## src/hw/wsc_pkg.sv

```systemverilog
package wsc_pkg;

  // ==========================================================
  // serial line format
  localparam int unsigned CLK_HZ = 50_000_000;
  localparam int unsigned BAUD_RATE = 115_200;
  localparam int unsigned DATA_BITS = 8;
  localparam int unsigned STOP_BITS = 1;
  localparam int unsigned PARITY_BITS = 0;
  localparam int unsigned BIT_CYCLES = CLK_HZ / BAUD_RATE;
  localparam int unsigned DIV_W = 9;

  // ==========================================================
  // command characters and record punctuation
  localparam logic [7:0] CMD_ALARM = 8'h41;
  localparam logic [7:0] CMD_MODE = 8'h4D;
  localparam logic [7:0] CMD_PWR = 8'h46;
  localparam logic [7:0] CMD_POLL = 8'h50;
  localparam logic [7:0] CH_SEMI = 8'h3B;
  localparam logic [7:0] CH_COMMA = 8'h2C;
  localparam logic [7:0] CH_SPACE = 8'h20;
  localparam logic [7:0] CH_ZERO = 8'h30;

  // ==========================================================
  // settings
  localparam logic [2:0] ALARM_OFF = 3'h0;
  localparam logic [2:0] ALARM_LAST = 3'h4;
  localparam int unsigned MODE_W = 3;
  localparam logic [MODE_W-1:0] MODE_COUNT = 3'h4;
  localparam logic [MODE_W-1:0] MODE_RESET = 3'h0;
  localparam int unsigned CALL_LEN = 6;

  typedef enum logic [1:0] {
    PM_PEAK,
    PM_AVG,
    PM_TUNE
  } wsc_pmode_t;

  localparam wsc_pmode_t PMODE_RESET = PM_AVG;

  // ==========================================================
  // measurement text, most significant byte sent first
  localparam int unsigned PWR_LEN = 7;
  localparam int unsigned Z_LEN = 4;
  localparam int unsigned PH_LEN = 5;
  localparam int unsigned DBM_LEN = 4;
  localparam int unsigned SWR_LEN = 4;

  typedef struct packed {
    logic [PWR_LEN*8-1:0] power;
    logic [Z_LEN*8-1:0] z;
    logic [PH_LEN*8-1:0] phase;
    logic [DBM_LEN*8-1:0] dbm;
    logic [SWR_LEN*8-1:0] swr;
    logic [1:0] range;
  } wsc_meas_t;

  localparam int unsigned REC_LEN = 1 + PWR_LEN + Z_LEN + PH_LEN + 1 + CALL_LEN + 1 + 1 + DBM_LEN + SWR_LEN + 8;
  localparam int unsigned IDX_W = 6;
  localparam logic [IDX_W-1:0] REC_LAST = IDX_W'(REC_LEN - 1);

  // ==========================================================
  // register map (byte addresses)
  localparam logic [3:0] REG_SETTINGS = 4'h0;
  localparam logic [3:0] REG_CALL_HI = 4'h4;
  localparam logic [3:0] REG_CALL_LO = 4'h8;
  localparam logic [3:0] REG_STATUS = 4'hC;
  localparam int unsigned SET_ALARM_LSB = 0;
  localparam int unsigned SET_MODE_LSB = 4;
  localparam int unsigned SET_PMODE_LSB = 8;
  localparam int unsigned STA_BUSY_BIT = 0;
  localparam int unsigned STA_DROP_LSB = 8;
  localparam logic [47:0] CALL_RESET = 48'h0;

endpackage

```

## src/hw/wsc_command_port.sv

```systemverilog
// The register offsets and register access over Wishbone are this design's own decisions.
`timescale 1ns/1ps
module wsc_command_port (
  input wire logic clock_i, // system clock, 50 MHz
  input wire logic reset_i, // async reset, active high
  input wire logic wb_cyc_i, // wishbone cycle
  input wire logic wb_stb_i, // wishbone strobe
  input wire logic wb_we_i, // wishbone write enable
  input wire logic [3:0] wb_adr_i, // wishbone byte address
  input wire logic [3:0] wb_sel_i, // wishbone byte selects
  input wire logic [31:0] wb_dat_i, // wishbone write data
  output logic [31:0] wb_dat_o, // wishbone read data
  output logic wb_ack_o, // wishbone acknowledge
  input wire logic [7:0] rx_data_i, // received character
  input wire logic rx_valid_i, // one-cycle strobe with rx_data_i
  output logic [7:0] tx_data_o, // character to send
  output logic tx_valid_o, // tx_data_o is valid
  input wire logic tx_ready_i, // uart takes tx_data_o
  output logic baud_tick_o, // one-cycle pulse per bit time
  input wire wsc_pkg::wsc_meas_t meas_i, // measurement text and range code
  output logic [2:0] alarm_o, // alarm set point code
  output logic [wsc_pkg::MODE_W-1:0] mode_o, // operating mode
  output wsc_pkg::wsc_pmode_t pmode_o // power display mode
);

  // ==========================================================
  // state
  typedef struct packed {
    logic ack;
    logic [31:0] rdat;
    logic [2:0] alarm;
    logic [wsc_pkg::MODE_W-1:0] mode;
    wsc_pkg::wsc_pmode_t pmode;
    logic [47:0] call;
    logic [wsc_pkg::REC_LEN*8-1:0] rec;
    logic [wsc_pkg::IDX_W-1:0] idx;
    logic busy;
    logic [7:0] drops;
    logic [wsc_pkg::DIV_W-1:0] div;
    logic tick;
  } wsc_state_t;

  wsc_state_t s_q;
  wsc_state_t s_d;

  // ==========================================================
  // helpers
  function automatic logic [7:0] wsc_digit(input logic [2:0] v);
    return wsc_pkg::CH_ZERO + {5'h0, v};
  endfunction

  function automatic logic [47:0] wsc_pad(input logic [47:0] c);
    logic [47:0] r;
    r = c;
    for (int i = 0; i < wsc_pkg::CALL_LEN; i++) begin
      if (c[i*8 +: 8] == 8'h00) begin
        r[i*8 +: 8] = wsc_pkg::CH_SPACE;
      end
    end
    return r;
  endfunction

  function automatic logic [31:0] wsc_merge(input logic [31:0] old, input logic [31:0] nw, input logic [3:0] sel);
    logic [31:0] r;
    r = old;
    for (int i = 0; i < 4; i++) begin
      if (sel[i]) begin
        r[i*8 +: 8] = nw[i*8 +: 8];
      end
    end
    return r;
  endfunction

  // ==========================================================
  // record image, fixed width so every field sits at a known byte
  logic [wsc_pkg::REC_LEN*8-1:0] record;
  logic peak_code;

  always_comb begin
    peak_code = (s_q.pmode == wsc_pkg::PM_PEAK);
    record = {wsc_pkg::CH_SEMI,
      meas_i.power, wsc_pkg::CH_COMMA,
      meas_i.z, wsc_pkg::CH_COMMA,
      meas_i.phase, wsc_pkg::CH_COMMA,
      wsc_digit(s_q.alarm), wsc_pkg::CH_COMMA,
      wsc_pad(s_q.call), wsc_pkg::CH_COMMA,
      wsc_digit({1'b0, meas_i.range}), wsc_pkg::CH_COMMA,
      wsc_digit({2'h0, peak_code}), wsc_pkg::CH_COMMA,
      meas_i.dbm, wsc_pkg::CH_COMMA,
      meas_i.swr};
  end

  // ==========================================================
  // next state
  logic bus_req;
  logic [31:0] settings_rd;
  logic [31:0] wval;

  always_comb begin
    s_d = s_q;
    bus_req = wb_cyc_i && wb_stb_i;
    settings_rd = 32'h0;
    settings_rd[wsc_pkg::SET_ALARM_LSB +: 3] = s_q.alarm;
    settings_rd[wsc_pkg::SET_MODE_LSB +: wsc_pkg::MODE_W] = s_q.mode;
    settings_rd[wsc_pkg::SET_PMODE_LSB +: 2] = s_q.pmode;
    wval = 32'h0;

    // bit-time divider for the uart engine
    s_d.tick = 1'b0;
    if (s_q.div == wsc_pkg::DIV_W'(wsc_pkg::BIT_CYCLES - 1)) begin
      s_d.div = '0;
      s_d.tick = 1'b1;
    end else begin
      s_d.div = s_q.div + 1'b1;
    end

    // record transmit: one byte per uart handshake
    if (s_q.busy && tx_ready_i) begin
      s_d.rec = {s_q.rec[wsc_pkg::REC_LEN*8-9:0], 8'h00};
      if (s_q.idx == wsc_pkg::REC_LAST) begin
        s_d.busy = 1'b0;
        s_d.idx = '0;
      end else begin
        s_d.idx = s_q.idx + 1'b1;
      end
    end

    // command decode
    if (rx_valid_i) begin
      unique case (rx_data_i)
        wsc_pkg::CMD_ALARM: begin
          if (s_q.alarm >= wsc_pkg::ALARM_LAST) begin
            s_d.alarm = wsc_pkg::ALARM_OFF;
          end else begin
            s_d.alarm = s_q.alarm + 1'b1;
          end
        end
        wsc_pkg::CMD_MODE: begin
          if (s_q.mode >= wsc_pkg::MODE_COUNT - 1'b1) begin
            s_d.mode = '0;
          end else begin
            s_d.mode = s_q.mode + 1'b1;
          end
        end
        wsc_pkg::CMD_PWR: begin
          unique case (s_q.pmode)
            wsc_pkg::PM_PEAK: s_d.pmode = wsc_pkg::PM_AVG;
            wsc_pkg::PM_AVG: s_d.pmode = wsc_pkg::PM_TUNE;
            default: s_d.pmode = wsc_pkg::PM_PEAK;
          endcase
        end
        wsc_pkg::CMD_POLL: begin
          // a poll during a record is dropped so records never interleave
          if (!s_q.busy) begin
            s_d.rec = record;
            s_d.busy = 1'b1;
            s_d.idx = '0;
          end else begin
            s_d.drops = s_q.drops + 1'b1;
          end
        end
        default: begin
          s_d.drops = s_q.drops + 1'b1;
        end
      endcase
    end

    // wishbone: ack one cycle after the request, write at the ack edge
    s_d.ack = bus_req && !s_q.ack;
    if (bus_req && !s_q.ack) begin
      unique case (wb_adr_i)
        wsc_pkg::REG_SETTINGS: s_d.rdat = settings_rd;
        wsc_pkg::REG_CALL_HI: s_d.rdat = {16'h0, s_q.call[47:32]};
        wsc_pkg::REG_CALL_LO: s_d.rdat = s_q.call[31:0];
        wsc_pkg::REG_STATUS: begin
          s_d.rdat = 32'h0;
          s_d.rdat[wsc_pkg::STA_BUSY_BIT] = s_q.busy;
          s_d.rdat[wsc_pkg::STA_DROP_LSB +: 8] = s_q.drops;
        end
        default: s_d.rdat = 32'h0;
      endcase
    end
    if (bus_req && s_q.ack && wb_we_i) begin
      unique case (wb_adr_i)
        wsc_pkg::REG_SETTINGS: begin
          wval = wsc_merge(settings_rd, wb_dat_i, wb_sel_i);
          if (wval[wsc_pkg::SET_ALARM_LSB +: 3] <= wsc_pkg::ALARM_LAST) begin
            s_d.alarm = wval[wsc_pkg::SET_ALARM_LSB +: 3];
          end
          if (wval[wsc_pkg::SET_MODE_LSB +: wsc_pkg::MODE_W] < wsc_pkg::MODE_COUNT) begin
            s_d.mode = wval[wsc_pkg::SET_MODE_LSB +: wsc_pkg::MODE_W];
          end
          if (wval[wsc_pkg::SET_PMODE_LSB +: 2] != 2'h3) begin
            s_d.pmode = wsc_pkg::wsc_pmode_t'(wval[wsc_pkg::SET_PMODE_LSB +: 2]);
          end
        end
        wsc_pkg::REG_CALL_HI: begin
          wval = wsc_merge({16'h0, s_q.call[47:32]}, wb_dat_i, wb_sel_i);
          s_d.call[47:32] = wval[15:0];
        end
        wsc_pkg::REG_CALL_LO: begin
          s_d.call[31:0] = wsc_merge(s_q.call[31:0], wb_dat_i, wb_sel_i);
        end
        wsc_pkg::REG_STATUS: begin
          s_d.drops = 8'h00;
        end
        default: begin
        end
      endcase
    end
  end

  // ==========================================================
  // registers
  always_ff @(posedge clock_i or posedge reset_i) begin
    if (reset_i) begin
      s_q <= '{ack: 1'b0, rdat: 32'h0, alarm: wsc_pkg::ALARM_OFF, mode: wsc_pkg::MODE_RESET,
               pmode: wsc_pkg::PMODE_RESET, call: wsc_pkg::CALL_RESET, rec: '0, idx: '0,
               busy: 1'b0, drops: 8'h00, div: '0, tick: 1'b0};
    end else begin
      s_q <= s_d;
    end
  end

  assign wb_ack_o = s_q.ack;
  assign wb_dat_o = s_q.rdat;
  assign tx_valid_o = s_q.busy;
  assign tx_data_o = s_q.rec[wsc_pkg::REC_LEN*8-1 -: 8];
  assign baud_tick_o = s_q.tick;
  assign alarm_o = s_q.alarm;
  assign mode_o = s_q.mode;
  assign pmode_o = s_q.pmode;

endmodule

```

## config.mk

```make
export PLATFORM = sky130hd
export DESIGN_NAME = wsc_command_port
export DESIGN_NICKNAME = d
export VERILOG_FILES = /design/src/hw/wsc_pkg.sv /design/src/hw/wsc_command_port.sv
export SDC_FILE = /design/constraint.sdc
export NUM_CORES = 1
export LEC_CHECK = 0
export ABC_AREA = 1
export BUFFER_PORTS_ARGS = -buffer_cell sky130_fd_sc_hd__buf_2
export CAP_MARGIN = 20
export CORE_MARGIN = 8
export CORE_UTILIZATION = 45
export CTS_BUF_LIST = sky130_fd_sc_hd__clkbuf_8 sky130_fd_sc_hd__clkbuf_16
export DETAILED_ROUTE_END_ITERATION = 7
export GPL_ROUTABILITY_DRIVEN = 0
export GPL_TIMING_DRIVEN = 0
export PLACE_DENSITY = 0.7
export RECOVER_POWER = 100
export SYNTH_ARGS = -nofsm -noshare
export SYNTH_HDL_FRONTEND = slang
export SYNTH_SLANG_ARGS = --single-unit
export TNS_END_PERCENT = 100
```

## constraint.sdc

```tcl
create_clock -name clock_i -period 17.2 [get_ports clock_i]
set_input_delay 0.86 -clock clock_i [delete_from_list [all_inputs] [get_ports clock_i]]
set_output_delay 0.86 -clock clock_i [all_outputs]
set_load 0.02 [all_outputs]
```

==> results_dict.tcl <==
set metrics [dict create \
    finalPower_w 0.002652 \
    finalSetupViolations 0 \
    synth_area_mm2 0.02130 \
    clockBufferDepth 3 \
    core_mm2 0.04665 \
    route.detailed.drc 0 \
    portBuffers 299 \
    grt_max_degree 117 \
    track_usage_pct 22.36 \
    power_frac_comb_pct 12.2 \
    worst_ep_arrival_time_ps 6580 \
    end_kind "asynchronous set/reset pin" \
    intPower_w 0.001943 \
    cts_buffers 49 \
    use_met2_pct 37.19 \
    synthArstFlopShare_pct 100.0 \
    critPathRequiredTime_ps 16690 \
    place_hpwl_um 45190 \
    dieArea_mm2 0.05456 \
    outcome "complete, but fails checks" \
    dr.pass1.iters 7 \
    switching_share_pct 26.72 \
    gr-max-usage-layer "met2" \
    die_h_um 233.6 \
    p_leak_nw 12.58 \
    worst_setup_path_start_kind "input port" \
    fin_skew_ps 27.44 \
    post_cts_buffers 0 \
    cts_tree "built" \
    grt_overflow 0 \
    start_util_pct 45.66 \
    wl_per_cell_um 17.59 \
    area_growth_pct 16.20 \
    rsz0062_at_grt "false" \
    finalSetupTns_ps 0 \
    whs_ps 477.3 \
    synth_nets 2789 \
    mostFrequentLayoutCells "nand2_1, dfrtp_1, buf_2, nor2_1, a31oi_1" \
    syn-mean-instance-area_um2 8.414 \
    hold_viol 0 \
    root_buffer "clkbuf_16" \
    global_route.usage.met3_pct 3.567 \
    drtIter0Drc 1509 \
    synth_top_flop_cell "dfrtp_1" \
    p_switching_w 0.0007087 \
    timing.fmax_ghz 0.1412 \
    design_area_mm2 0.02476 \
    routed_via_density 5.247 \
    top_level_ports 300 \
    wl_um 62110 \
    synth_warnings 0 \
    synthDistinctLibCells 46 \
    maxCapViolations 4 \
    worst_slew_pin_slew_ps 4972 \
    insertion_delay_ps 590 \
    powerDensity_mw_per_mm2 107.1 \
    seq_area_frac_synth_pct 52.86 \
    finalNonFillerCells 3531 \
    crit_fanout 95 \
    grt_pass1_wl_um 98350 \
    final_common_cell "nand2_1" \
    relSlewSlack_pct -231.5 \
    min_path_type "input port to flop" \
    clock-sinks 450 \
    path_class "input port to asynchronous set/reset pin" \
    synth.ff_latch_count 450 \
    clkPwrFrac_pct 39.2 \
    hold_buffers 0 \
    antenna_found_initial 0 \
    dp.cells 3442 \
    synth_edf_count 0 \
    syn_inst 2532 \
    final_layout_size_suffix_gt1_share_pct 16.59 \
    place_area_mm2 0.02368 \
    violations "capacitance limit, slew limit" \
    ant_nets 0 \
    grt_pass1_vias 18910 \
    grt_use_met1_pct 29.27 \
    rows 79 \
    fin_crit_sh_pct 41.17 \
    vias 18530 \
    nets 3143 \
    finalCriticalPeriod_ps 7082 \
    irDropWorstVdd_v 0.00006948 \
    clk_pin_slew_ps 60 \
    slew_violations 341 \
    htreeDepth 2 \
    die_w_um 233.6 \
    p_seq_share_pct 48.6 \
    ctsResizeCount 0 \
]
## registers in the layout (all words and copies together) (netlist names)
signal / count
mode_o: 3
s_q: 399
baud_tick_o: 1
wb_dat_o: 32
wb_ack_o: 1
tx_data_o: 8
alarm_o: 3
pmode_o: 2
tx_valid_o: 1
## cells by family (layout without fill, tap and decap cells)
group                    after synthesis  in the layout  share of synthesized area, %
flip-flops                           450            450                         52.86
multiplexers                          13             13                        0.6813
AO/OA/AOI/OAI                        380            380                         11.79
buffers and inverters                346            737                         8.945
XOR/XNOR                               5              5                        0.2055
AND/OR/NAND/NOR                     1330           1330                         25.05
adder cells (fa/ha/maj)                8              8                        0.4699
other                                  0              1                             0
## through the flow
stage | worst slack, ps | utilization (%)
5_1_grt | 8565 | 53.05
3_3_place_gp | -628.6 | 50.50
2_1_floorplan | 3800 | -
4_1_cts | 14780 | 54.15
3_5_place_dp | 14530 | 50.75
6_report | 10120 | 53.06
## path summary, 6_finish.rpt
check	from	to	slack, ps	cells past startpoint
min in group asynchronous	reset_i	baud_tick_o	1270	2
worst min-delay path	meas_i[6]	s_q[29]	480	3
worst min register to register	s_q[24]	s_q[24]	480	1
worst max-delay path	reset_i	s_q[255]	10120	3
worst max register to register	tx_valid_o	s_q[166]	14100	9
max in group clock_i	tx_valid_o	s_q[166]	14100	9
## layer usage
metal	routed length (um)	share of wire, %	up-vias
met2	29410	47	625
met3	3941	6.3	126
met5	0	0	-
met4	2068	3.3	0
li1	-	-	8855
met1	26690	43	8920
## cells in the mapped netlist (4+ instances only)
library cell | n | area share (%)
nor3_1 | 12 | 0.28
o21ai_0 | 87 | 2.0
clkbuf_1 | 74 | 1.3
a31oi_1 | 193 | 5.7
buf_4 | 49 | 1.7
o31ai_1 | 7 | 0.25
ha_1 | 8 | 0.47
dfrtp_1 | 449 | 53
nand2_1 | 951 | 17
a31oi_2 | 40 | 2.3
xor2_1 | 5 | 0.21
nor3b_1 | 5 | 0.18
inv_1 | 138 | 2.4
inv_2 | 4 | 0.070
nor2_1 | 230 | 4.1
buf_2 | 24 | 0.56
nor2_2 | 43 | 1.3
mux2_2 | 12 | 0.63
nand4_1 | 5 | 0.15
nand3_1 | 64 | 1.5
o211ai_1 | 5 | 0.18
buf_6 | 52 | 2.7
a21oi_1 | 34 | 0.80
nor4_1 | 7 | 0.21
## critical path, stage by stage
cell	delay, ps
buf_2	100
clkinvlp_2	1880
clkbuf_1	3600
## power by group through the flow
stage	logic, W	clock network (W)	registers [W]
finish	0.000323	0.00104	0.00129
global route	0.000368	0.00110	0.00130
CTS	0.000330	0.00107	0.00129
detailed placement	0.000328	0	0.00130
global placement	0.000312	0	0.00130
floorplan	0.000231	0	0.00127
## layout make-up
cell class              count  area [um^2]
fillers                  4400        21900
inverters                 145        546.8
plain buffers             201         1110
flip-flops and latches    450        11260
multi-input cells        1736         8015
repair buffers            303         1474
diodes                      1        2.502
well taps                 607        759.5
clock buffers              56         1323
clock inverters            32        262.8
Power figures use the tool's default switching activity.
